File: src/logic/freq_counter_consts.vh
/*
 * Constants for the clock frequency counter: register offsets, field
 * positions, reset values, source codes and timing counts.
 * Assumes inclusion by the counter module and the bench; definitions only.
 */
`ifndef FREQ_COUNTER_CONSTS_VH
`define FREQ_COUNTER_CONSTS_VH

`define CORE_CLK_PERIOD_NS 50
`define WINDOW_UNIT_NS 980
`define WINDOW_BASE_CYCLES ((`WINDOW_UNIT_NS + `CORE_CLK_PERIOD_NS - 1) / `CORE_CLK_PERIOD_NS)
`define STALL_LIMIT 8'hff

`define ADDR_REFERENCE_KHZ 12'h080
`define ADDR_PASS_MIN_KHZ 12'h084
`define ADDR_PASS_MAX_KHZ 12'h088
`define ADDR_COUNT_START_DELAY 12'h08c
`define ADDR_MEASURE_WINDOW_EXPONENT 12'h090
`define ADDR_MEASURED_CLOCK_SELECT 12'h094
`define ADDR_MEASURE_STATUS 12'h098
`define ADDR_MEASURED_FREQUENCY 12'h09c

`define RST_REFERENCE_KHZ 20'h00000
`define RST_PASS_MIN_KHZ 25'h0000000
`define RST_PASS_MAX_KHZ 25'h1ffffff
`define RST_COUNT_START_DELAY 3'h1
`define RST_MEASURE_WINDOW_EXPONENT 4'h8
`define RST_MEASURED_CLOCK_SELECT 8'h00

`define STAT_TEST_CLOCK_STOPPED 28
`define STAT_FAST 24
`define STAT_SLOW 20
`define STAT_FAIL 16
`define STAT_WAITING 12
`define STAT_RUNNING 8
`define STAT_DONE 4
`define STAT_PASS 0

`define SRC_NONE 8'h00
`define SRC_LAST 8'h0d
`define SRC_COUNT 14

`define FRACTION_BITS 5
`define DIV_STEPS 6'd49

`endif

File: src/logic/clock_frequency_counter.v
/*
 * Clock frequency counter with an APB register slave. Counts edges of a
 * selected test clock over a window timed by core_clk, scales the count by
 * the programmed reference frequency and reports status and result.
 * Assumes core_clk is the reference clock and that the test clocks are
 * slower than half of it; they are sampled through a two-flop stage.
 */
`timescale 1ns/1ps
`include "freq_counter_consts.vh"

// Summary of operation
// - After a start the counter waits the programmed 3-bit number of reference periods plus one, reset value 1, before counting.
// - The counting window lasts 980 ns rounded up to whole reference periods (1 us at 50 ns) times two to the 4-bit interval setting, 8 after reset.
// - Any write of a nonzero code to the 8-bit source selector starts a new measurement of the chosen clock; 0x00 returns to idle.
// - Source codes 0x01 to 0x0d pick one test clock input each and 0x00 picks none.
// - Status shows bit 12 while awaiting the test clock, bit 8 while running, bit 4 when done.
// - On completion bit 24 flags too fast, bit 20 too slow, bit 16 fail and bit 0 pass.
// - Status bit 28 is set when the test clock shows no rising edge for 256 reference periods inside the counting window.
// - The result holds whole kHz in bits 29 to 5 and a 5-bit fraction in bits 4 to 0.
// - A 25-bit minimum pass frequency in kHz sets the lower pass limit.
// - A 25-bit maximum pass frequency in kHz, reset to all ones, sets the upper pass limit.
module clock_frequency_counter #(
	parameter [19:0] WINDOW_BASE_CYCLES = `WINDOW_BASE_CYCLES
) (
	input wire core_clk,
	input wire rstn,
	input wire [11:0] paddr,
	input wire psel,
	input wire penable,
	input wire pwrite,
	input wire [31:0] pwdata,
	output reg [31:0] prdata,
	output reg pready,
	output reg pslverr,
	input wire [`SRC_COUNT-1:0] test_clocks
);

	localparam [5:0] ST_IDLE = 6'h01;
	localparam [5:0] ST_DELAY = 6'h02;
	localparam [5:0] ST_WAIT = 6'h04;
	localparam [5:0] ST_RUN = 6'h08;
	localparam [5:0] ST_CALC = 6'h10;
	localparam [5:0] ST_DONE = 6'h20;

	function in_map;
		input [11:0] a;
		begin
			in_map = (a == `ADDR_REFERENCE_KHZ) || (a == `ADDR_PASS_MIN_KHZ) ||
				(a == `ADDR_PASS_MAX_KHZ) || (a == `ADDR_COUNT_START_DELAY) ||
				(a == `ADDR_MEASURE_WINDOW_EXPONENT) ||
				(a == `ADDR_MEASURED_CLOCK_SELECT) || (a == `ADDR_MEASURE_STATUS) ||
				(a == `ADDR_MEASURED_FREQUENCY);
		end
	endfunction

	reg [19:0] reference_khz_q;
	reg [24:0] pass_min_khz_q;
	reg [24:0] pass_max_khz_q;
	reg [2:0] count_start_delay_q;
	reg [3:0] measure_window_exponent_q;
	reg [7:0] measured_clock_select_q;
	reg [5:0] state_q;
	reg [2:0] delay_cnt_q;
	reg [19:0] win_cnt_q;
	reg [23:0] edge_cnt_q;
	reg [7:0] gap_cnt_q;
	reg [19:0] rem_q;
	reg [48:0] num_q;
	reg [5:0] step_q;
	reg [29:0] result_q;
	reg stopped_q;
	reg fast_q;
	reg slow_q;
	reg pass_q;
	reg fail_q;
	reg tclk_meta_q;
	reg tclk_sync_q;
	reg tclk_prev_q;

	wire access = psel & penable & pready;
	wire wr_en = access & pwrite;
	wire start = wr_en && (paddr == `ADDR_MEASURED_CLOCK_SELECT);
	// with the default base the longest window still fits 20 bits
	wire [19:0] win_len = WINDOW_BASE_CYCLES << measure_window_exponent_q;
	wire test_edge = tclk_sync_q & ~tclk_prev_q;
	wire [20:0] trial = {rem_q, num_q[48]};
	wire take = (trial >= {1'b0, win_len});
	wire [20:0] trial_sub = trial - {1'b0, win_len};
	wire [43:0] product = edge_cnt_q * reference_khz_q;
	wire [24:0] whole_khz_part = result_q[29:5];
	wire [31:0] status_word;
	reg sel_clk;

	// code 0 and codes past the last source select a quiet line
	always @* begin
		sel_clk = 1'b0;
		if (measured_clock_select_q != `SRC_NONE && measured_clock_select_q <= `SRC_LAST) begin
			sel_clk = test_clocks[measured_clock_select_q[3:0]];
		end
	end

	// the test clock must stay below half of core_clk or edges are lost
	always @(posedge core_clk or negedge rstn) begin
		if (!rstn) begin
			tclk_meta_q <= 1'b0;
			tclk_sync_q <= 1'b0;
			tclk_prev_q <= 1'b0;
		end else begin
			tclk_meta_q <= sel_clk;
			tclk_sync_q <= tclk_meta_q;
			tclk_prev_q <= tclk_sync_q;
		end
	end

	// config registers; a write lands on the edge where pready is seen high
	// writes to status and result fall to the default branch and are dropped
	always @(posedge core_clk or negedge rstn) begin
		if (!rstn) begin
			reference_khz_q <= `RST_REFERENCE_KHZ;
			pass_min_khz_q <= `RST_PASS_MIN_KHZ;
			pass_max_khz_q <= `RST_PASS_MAX_KHZ;
			count_start_delay_q <= `RST_COUNT_START_DELAY;
			measure_window_exponent_q <= `RST_MEASURE_WINDOW_EXPONENT;
			measured_clock_select_q <= `RST_MEASURED_CLOCK_SELECT;
		end else if (wr_en) begin
			case (paddr)
				`ADDR_REFERENCE_KHZ: begin
					reference_khz_q <= pwdata[19:0];
				end
				`ADDR_PASS_MIN_KHZ: begin
					pass_min_khz_q <= pwdata[24:0];
				end
				`ADDR_PASS_MAX_KHZ: begin
					pass_max_khz_q <= pwdata[24:0];
				end
				`ADDR_COUNT_START_DELAY: begin
					count_start_delay_q <= pwdata[2:0];
				end
				`ADDR_MEASURE_WINDOW_EXPONENT: begin
					measure_window_exponent_q <= pwdata[3:0];
				end
				`ADDR_MEASURED_CLOCK_SELECT: begin
					measured_clock_select_q <= pwdata[7:0];
				end
				default: begin
				end
			endcase
		end
	end

	// measurement sequencer
	always @(posedge core_clk or negedge rstn) begin
		if (!rstn) begin
			state_q <= ST_IDLE;
			delay_cnt_q <= 3'h0;
			win_cnt_q <= 20'h0;
			edge_cnt_q <= 24'h0;
			gap_cnt_q <= 8'h0;
			rem_q <= 20'h0;
			num_q <= 49'h0;
			step_q <= 6'h0;
			result_q <= 30'h0;
			stopped_q <= 1'b0;
			fast_q <= 1'b0;
			slow_q <= 1'b0;
			pass_q <= 1'b0;
			fail_q <= 1'b0;
		end else if (start) begin
			// a new selection aborts whatever was in flight
			// restart wins over a flag the old run would raise in the same cycle
			stopped_q <= 1'b0;
			fast_q <= 1'b0;
			slow_q <= 1'b0;
			pass_q <= 1'b0;
			fail_q <= 1'b0;
			delay_cnt_q <= 3'h0;
			if (pwdata[7:0] == `SRC_NONE) begin
				state_q <= ST_IDLE;
			end else begin
				state_q <= ST_DELAY;
			end
		end else begin
			case (state_q)
				ST_IDLE: begin
				end
				ST_DELAY: begin
					// lets the selector and the sync stage settle
					if (delay_cnt_q >= count_start_delay_q) begin
						state_q <= ST_WAIT;
					end else begin
						delay_cnt_q <= delay_cnt_q + 3'h1;
					end
				end
				// a code past the last source never sees an edge; write 0 to leave
				ST_WAIT: begin
					if (test_edge) begin
						state_q <= ST_RUN;
						win_cnt_q <= 20'h0;
						edge_cnt_q <= 24'h0;
						gap_cnt_q <= 8'h0;
					end
				end
				ST_RUN: begin
					win_cnt_q <= win_cnt_q + 20'h1;
					if (test_edge) begin
						edge_cnt_q <= edge_cnt_q + 24'h1;
						gap_cnt_q <= 8'h0;
					end else begin
						gap_cnt_q <= gap_cnt_q + 8'h1;
					end
					// a stall beats the window end, so a dead clock never passes
					if (!test_edge && gap_cnt_q == `STALL_LIMIT) begin
						stopped_q <= 1'b1;
						fail_q <= 1'b1;
						result_q <= 30'h0;
						state_q <= ST_DONE;
					end else if (win_cnt_q == win_len - 20'h1) begin
						// the count is final one cycle later; fold that edge in
						state_q <= ST_CALC;
						rem_q <= 20'h0;
						step_q <= 6'h0;
					end
				end
				ST_CALC: begin
					// bit-serial restoring divide: edges*ref_khz*32 / window cycles
					if (step_q == 6'h0 && num_q != {product, 5'h0}) begin
						num_q <= {product, {`FRACTION_BITS{1'b0}}};
						step_q <= 6'h0;
						rem_q <= 20'h0;
					end
					if (step_q == 6'h0 && num_q != {product, 5'h0}) begin
					end else if (step_q == `DIV_STEPS) begin
						state_q <= ST_DONE;
						if (num_q[48:30] != 19'h0) begin
							result_q <= 30'h3fffffff;
						end else begin
							result_q <= num_q[29:0];
						end
					end else begin
						rem_q <= take ? trial_sub[19:0] : trial[19:0];
						num_q <= {num_q[47:0], take};
						step_q <= step_q + 6'h1;
					end
				end
				// the verdict looks at whole kHz only; the fraction is ignored
				ST_DONE: begin
					if (!stopped_q && !fast_q && !slow_q && !pass_q && !fail_q) begin
						fast_q <= whole_khz_part > pass_max_khz_q;
						slow_q <= whole_khz_part < pass_min_khz_q;
						pass_q <= !(whole_khz_part > pass_max_khz_q) &&
							!(whole_khz_part < pass_min_khz_q);
						fail_q <= (whole_khz_part > pass_max_khz_q) ||
							(whole_khz_part < pass_min_khz_q);
					end
				end
				default: begin
					state_q <= ST_IDLE;
				end
			endcase
		end
	end

	// verdict flags appear one cycle after done, or with done on a stall; fast/slow only mean something then
	assign status_word = {3'h0, stopped_q, 3'h0, fast_q & state_q[5], 3'h0,
		slow_q & state_q[5], 3'h0, fail_q & state_q[5], 3'h0,
		state_q[1] | state_q[2], 3'h0, state_q[3] | state_q[4], 3'h0,
		state_q[5], 3'h0, pass_q & state_q[5]};

	// apb: one wait state, so pready and prdata both come from flops
	// status is captured the cycle before pready, so it is one cycle old
	always @(posedge core_clk or negedge rstn) begin
		if (!rstn) begin
			pready <= 1'b0;
			pslverr <= 1'b0;
			prdata <= 32'h0;
		end else if (psel && penable && !pready) begin
			pready <= 1'b1;
			pslverr <= !in_map(paddr);
			prdata <= 32'h0;
			if (!pwrite && in_map(paddr)) begin
				case (paddr)
					`ADDR_REFERENCE_KHZ: prdata <= {12'h0, reference_khz_q};
					`ADDR_PASS_MIN_KHZ: prdata <= {7'h0, pass_min_khz_q};
					`ADDR_PASS_MAX_KHZ: prdata <= {7'h0, pass_max_khz_q};
					`ADDR_COUNT_START_DELAY: prdata <= {29'h0, count_start_delay_q};
					`ADDR_MEASURE_WINDOW_EXPONENT: prdata <= {28'h0, measure_window_exponent_q};
					`ADDR_MEASURED_CLOCK_SELECT: prdata <= {24'h0, measured_clock_select_q};
					`ADDR_MEASURE_STATUS: prdata <= status_word;
					`ADDR_MEASURED_FREQUENCY: prdata <= {2'h0, result_q};
					default: prdata <= 32'h0;
				endcase
			end
		end else begin
			pready <= 1'b0;
			pslverr <= 1'b0;
			prdata <= 32'h0;
		end
	end

endmodule

File: config.mk
export PLATFORM = sky130hd
export DESIGN_NAME = clock_frequency_counter
export DESIGN_NICKNAME = d
export VERILOG_FILES = /design/src/logic/clock_frequency_counter.v
export VERILOG_INCLUDE_DIRS = /design/src /design/src/logic
export SDC_FILE = /design/constraint.sdc
export NUM_CORES = 2
export LEC_CHECK = 0
export ABC_CLOCK_PERIOD_IN_PS = 10500
export BUFFER_PORTS_ARGS = -buffer_cell sky130_fd_sc_hd__buf_2
export CAP_MARGIN = 30
export CELL_PAD_IN_SITES_DETAIL_PLACEMENT = 1
export CELL_PAD_IN_SITES_GLOBAL_PLACEMENT = 1
export CORE_MARGIN = 5
export CORE_UTILIZATION = 45
export CTS_CLUSTER_SIZE = 14
export DETAILED_ROUTE_END_ITERATION = 10
export PLACE_DENSITY = 0.84
export SLEW_MARGIN = 20
export SYNTH_ARGS = -nofsm -noshare
export SYNTH_HDL_FRONTEND = slang
export SYNTH_SLANG_ARGS = --single-unit
File: constraint.sdc
create_clock -name core_clk -period 10.5 [get_ports core_clk]
set_clock_uncertainty 0.1 [all_clocks]
set_input_delay 0.525 -clock core_clk [delete_from_list [all_inputs] [get_ports core_clk]]
set_output_delay 0.525 -clock core_clk [all_outputs]
set_load 0.02 [all_outputs]
# ---- Word level (Yosys, flattened, before mapping)
# Index checks and enable logic that the tools add are counted.
dict set report word_totals {
  register_bits 293
  in_bits 63
  output_inout_bits 34
  word_cells 211
}
dict set report op_classes {
  n_addsub 7
  n_mul 1
  order_cmp 6
  eq_ne 34
  shift 1
  n_mux 64
  bitwise_logic 12
  reduce_logical 60
}
# op count
set ops {}
lappend ops {{30-bit one-hot mux with 8 select lines} 1}
lappend ops {{49-bit two-way mux} 3}
lappend ops {{20-bit two-way mux} 7}
lappend ops {{30-bit two-way mux} 4}
lappend ops {{12-bit by 8-bit equality test with 1-bit output (second input constant)} 8}
lappend ops {{20-bit one-hot mux with 2 select lines} 2}
lappend ops {{6-bit two-way mux} 12}
lappend ops {{32-bit two-way mux} 2}
lappend ops {{30-bit one-hot mux with 2 select lines} 1}
lappend ops {{49-bit != test} 1}
lappend ops {{24-bit two-way mux} 2}
lappend ops {{24-bit one-hot mux with 2 select lines} 1}
lappend ops {{24-bit by 20-bit multiplier with 44-bit output} 1}
lappend ops {{6-bit one-hot mux with 5 select lines} 1}
lappend ops {{25-bit greater-than comparator} 1}
lappend ops {{25-bit less-than comparator} 1}
lappend ops {{24-bit by 1-bit adder with 24-bit output (second input constant)} 1}
lappend ops {{21-bit by 20-bit >= comparator with 1-bit output} 1}
lappend ops {{20-bit by 1-bit adder with 20-bit output (second input constant)} 1}
lappend ops {{20-bit equality test} 1}
lappend ops {{2-bit AND reduction} 10}
lappend ops {{5-bit by 4-bit left shift with 20-bit output (first input constant)} 1}
lappend ops {{20-bit by 1-bit subtractor with 20-bit output (second input constant)} 1}
lappend ops {{20-bit subtractor} 1}
lappend ops {{other kinds (42)} 120}

# ---- Logic depth before layout (Yosys ltp)
dict set report logic_depth {
  word_depth 11
  ltp_mapped 31
  ltp_nobuf 26
}

# ---- Least setup slack after synthesis
# OpenSTA, ideal clock, no wires.
dict set report synth_timing {
  path_type {reg-to-reg}
  start {register reference_khz_q[5]}
  end {register num_q[34]}
  setup_time_ns 0.123
  arrival_time_ns 7.298
  t_required_ns 10.277
  setup_slack_ns 2.979
  path_stages_with_launch 27
  path_buffers 4
  synth_period_minus_slack_ns 7.521
  path_cell_list {dfrtp_1 -> clkbuf_1 -> clkbuf_1 -> nand2_1 -> fa_1 -> fa_1 -> fa_1 -> fa_1 -> fa_1 -> fa_1 -> fa_1 -> inv_1 -> ha_1 -> buf_4 -> nand4_4 -> or3_1 -> or3_1 -> a31oi_4 -> o211ai_2 -> nand2_2 -> a221oi_2 -> xnor3_1 -> nor4_2 -> a21oi_2 -> buf_6 -> or3_1 -> o221a_2}
}
dict set report synth_via {
  elab_chain_cells 6
}
# element line_no
set synth_lines {}
lappend synth_lines {{from (decl)} clock_frequency_counter.v:56} ;# reg [19:0] reference_khz_q;
lappend synth_lines {{from (signal assigned)} clock_frequency_counter.v:119} ;# reference_khz_q <= `RST_REFERENCE_KHZ;
lappend synth_lines {{from (signal assigned)} clock_frequency_counter.v:128} ;# reference_khz_q <= pwdata[19:0];
lappend synth_lines {{24-bit by 20-bit multiplier with 44-bit output *} clock_frequency_counter.v:89} ;# wire [43:0] product = edge_cnt_q * reference_khz_q;
lappend synth_lines {{49-bit != test} {clock_frequency_counter.v:226, clock_frequency_counter.v:231}}
lappend synth_lines {{1-bit logical AND} {clock_frequency_counter.v:226, clock_frequency_counter.v:231}}
lappend synth_lines {{49-bit two-way mux} clock_frequency_counter.v:226} ;# if (step_q == 6'h0 && num_q != {product, 5'h0}) begin
lappend synth_lines {{49-bit two-way mux} clock_frequency_counter.v:232} ;# end else if (step_q == `DIV_STEPS) begin
lappend synth_lines {{49-bit two-way mux *} clock_frequency_counter.v:231} ;# if (step_q == 6'h0 && num_q != {product, 5'h0}) begin
lappend synth_lines {{to (signal assigned)} clock_frequency_counter.v:227} ;# num_q <= {product, {`FRACTION_BITS{1'b0}}};
lappend synth_lines {{to (signal assigned)} clock_frequency_counter.v:241} ;# num_q <= {num_q[47:0], take};
lappend synth_lines {{to (decl)} clock_frequency_counter.v:68} ;# reg [48:0] num_q;
# Mark *: on every way between the ends. The rest lies on a longest branch, timed or not.
# A chain may end at the register's enable or synchronous reset.

# ---- Worst setup path in the final report
# Same ends and word-level chain as after synthesis.

==> impl_metrics.ini <==
[yosys]
synth_compound_area_share_pct = 12.02
synth_common_cells = nand2_1 (509), fa_1 (392), inv_1 (361)
synth_warnings = 0
synth_async_sr_flop_share_pct = 100.0
synth_top_family_by_area = adder cells
synthMuxAreaShare_pct = 4.008
synthesis.area_um2 = 32400
ys_ff_latch = 291
yosysMostFrequentCell = nand2_1
syn_area_per_cell_um2 = 9.341
synth_area_leaders = fa_1 (24%), dfrtp_1 (20%), ha_1 (9.0%), nand2_1 (5.9%), inv_1 (4.2%)
synth_top_area_share_pct = 24.22
synth_edf_count = 0
synth-adder-area-share_pct = 33.18
synth_cell_types = 104
yosysTopAreaCell = fa_1
syn_inst = 3469
synthXorXnorAreaFrac_pct = 4.163
synth_simple_gate_area_share_pct = 17.05
ys_seq_area_share_pct = 22.58
ys.flop_type = dfrtp_1

[clock_tree]
cts_setup_buffers = 0
cts_tree = built
cts.sinks = 291
clkTransAtPathRegs_ps = 60
root_buffer = clkbuf_16
cts_max_level = 2
cts_resized = 0
clockBufferDepth = 3
clock_latency_ps = 580
cts-buffers-inserted = 35
postCtsHoldBufs = 1

[drt]
avgRoutedWirePerCell_um = 23.24
postRouteAntennaNets = 0
drt-pass1-iter-count = 5
drc = 0
viasPerCell = 5.976
vias = 26560
drt-total-wl_um = 103300
drtIter0Drc = 2093

[placement]
portBuffers = 86
dp_cells = 4369
dpl_cell_area_um2 = 33830
finalWeightedCongestion = 0.9519
dpl.hpwl_um = 77680
place_ws_ps = 1341

[critical_path]
crit_top_cell = fa_1
end_kind = flop
worstSetupStartpointType = flop
arrival_ps = 9590
worst_ep_required_time_ps = 10840
crit_chain = buf_4, nand2_1, fa_1, fa_1, fa_1, fa_1, fa_1, fa_1, fa_1, inv_1, ha_1, a21oi_1, o21ai_0, nand2_1, nand2_1, a311oi_1, nor2_1, a221oi_2, xnor3_1, nor4_2, a21oi_4, buf_4, or3_1, o221a_2
critical-path-max-stage-delay_ps = 740
crit_slowest_cell = dfrtp_1
timing_worst_setup_path_type = flop to flop
cp_max_fo = 36
path_buf_inv = 3
crit_family = adder cells

[global_routing]
antenna_found_initial = 3
grt_pass1_wl_um = 165600
grt_pass1_vias = 29680
gr-total-overflow = 0
grtUsageTotal_pct = 26.49
grt_max_degree = 88

[sta]
fin_ws_ps = 1249
rsz0062_at_grt = false
setup_violations = 0
worst_pin_slew_ps = 1053
finalSetupTns_ps = 0
max_slew_margin_pct = 29.77
max_freq_ghz = 0.1081
period_minus_slack_ps = 9251
slew_violations = 0
final_hold_viol_count = 0
fin_crit_sh_pct = 88.11

[floorplan]
initial_utilization_pct = 45.33
fp.dieArea_um2 = 77470
fp.coreArea_um2 = 71490
ioPinCount = 97
die_x_um = 278.3
dieHeight_um = 278.3
rows = 98

[run_status]
run_status = completed

[cells_and_area]
syn_to_final_growth_pct = 8.650
finalNetCount = 4152
fin_cells = 4444
postLayoutCellArea_um2 = 35210
fillers = 8127
layout-drive-gt1-share_pct = 11.86

[power_and_ir_drop]
p_total_mw = 2.513
ir_worst_vdd_mv = 0.1324
p_leak_nw = 14.47
power_density_nw_per_um2 = 71.38

[worst_hold_path]
hold_class = input pin to flop

[run]
cap_violations = 0
[per-layer routing]
metal	track usage (%)	vias to the layer above	wire, µm
li1	-	11490	-
met1	33.69	13790	41300
met2	45.87	964	50870
met3	3.733	306	6204
met4	10.50	4	4853
met5	0	-	23
[registers in the layout, indices dropped and copies added (netlist names), 3 cells and up]
signal	cells
count_start_delay_q	3
delay_cnt_q	3
edge_cnt_q	24
gap_cnt_q	8
measure_window_exponent_q	4
measured_clock_select_q	8
num_q	49
pass_max_khz_q	25
pass_min_khz_q	25
prdata	30
reference_khz_q	20
rem_q	20
result_q	30
state_q	6
step_q	6
win_cnt_q	20
[worst register-to-register path, cell delays in order, from the launching register on]
cell and delay [ps]:
dfrtp_1 740, buf_4 360, nand2_1 120, fa_1 540, fa_1 590, fa_1 450
fa_1 590, fa_1 430, fa_1 430, fa_1 520, inv_1 40, ha_1 440
a21oi_1 290, o21ai_0 250, nand2_1 160, nand2_1 60, a311oi_1 570, nor2_1 210
a221oi_2 390, xnor3_1 290, nor4_2 490, a21oi_4 200, buf_4 310, or3_1 400
o221a_2 130
[worst paths after layout]
kind | depth (start not counted) | startpoint | slack, ps | to
min in group asynchronous | 2 | rstn | 480 | state_q[5]$_DFFE_PN0P_
min | 2 | pwdata[24] | 100 | pass_min_khz_q[24]$_DFFE_PN0P_
max | 24 | reference_khz_q[5]$_DFFE_PN0P_ | 1250 | num_q[34]$_DFFE_PN0P_
max reg2reg | 24 | reference_khz_q[5]$_DFFE_PN0P_ | 1250 | num_q[34]$_DFFE_PN0P_
max in group asynchronous | 5 | rstn | 7820 | pass_max_khz_q[13]$_DFFE_PN1P_
min reg2reg | 0 | tclk_meta_q$_DFF_PN0_ | 250 | tclk_sync_q$_DFF_PN0_
[cells in the final DEF (no fill, tap or decap), types with 43 or more instances in the layout]
cell type  instances
nand2_1          509
nand3_1           52
mux2_2            88
a22oi_1           48
nor2_1           165
xnor2_1           51
nor3_1            47
inv_1            361
buf_2             85
o21ai_0          179
xor2_1            65
and2_1           188
fa_1             392
dfrtp_1          262
a21oi_1          114
buf_4             64
nand4_1           43
ha_1             232
[stage by stage]
stage	hold WS, ps	utilization (%)
2_1_floorplan	129.4	-
4_1_cts	82.02	49.04
6_report	100.7	49.25
3_3_place_gp	234.6	47.08
3_5_place_dp	239.6	47.33
5_1_grt	92.95	49.25
[power by group]
| group | leakage, nW | switching, mW | internal [mW] |
|---|---|---|---|
| registers | 3.88 | 0.00328 | 1.12 |
| logic | 10.0 | 0.0491 | 0.0205 |
| clock network | 0.596 | 0.529 | 0.787 |
| total | 14.5 | 0.581 | 1.93 |
[logic make-up after synthesis]
logic type | after synthesis
AND/OR/NAND/NOR | 1157
adder cells (fa/ha/maj) | 624
AO/OA/AOI/OAI | 580
buffers and inverters | 570
flip-flops | 291
XOR/XNOR | 131
multiplexers | 115
other | 1
[area by class of cell]
| type | count | area (µm²) | share of cell area (%) |
|---|---|---|---|
| multi-input combinational | 2609 | 22880 | 64.99 |
| sequential | 291 | 7318 | 20.79 |
| inverter | 361 | 1355 | 3.849 |
| timing repair buffer | 167 | 1241 | 3.526 |
| tap | 950 | 1189 | 3.376 |
| clock buffer | 51 | 1036 | 2.943 |
| clock inverter | 13 | 181.4 | 0.5153 |
| antenna | 2 | 5.005 | 0.01422 |
No activity file was read; power rests on OpenSTA's default activity.
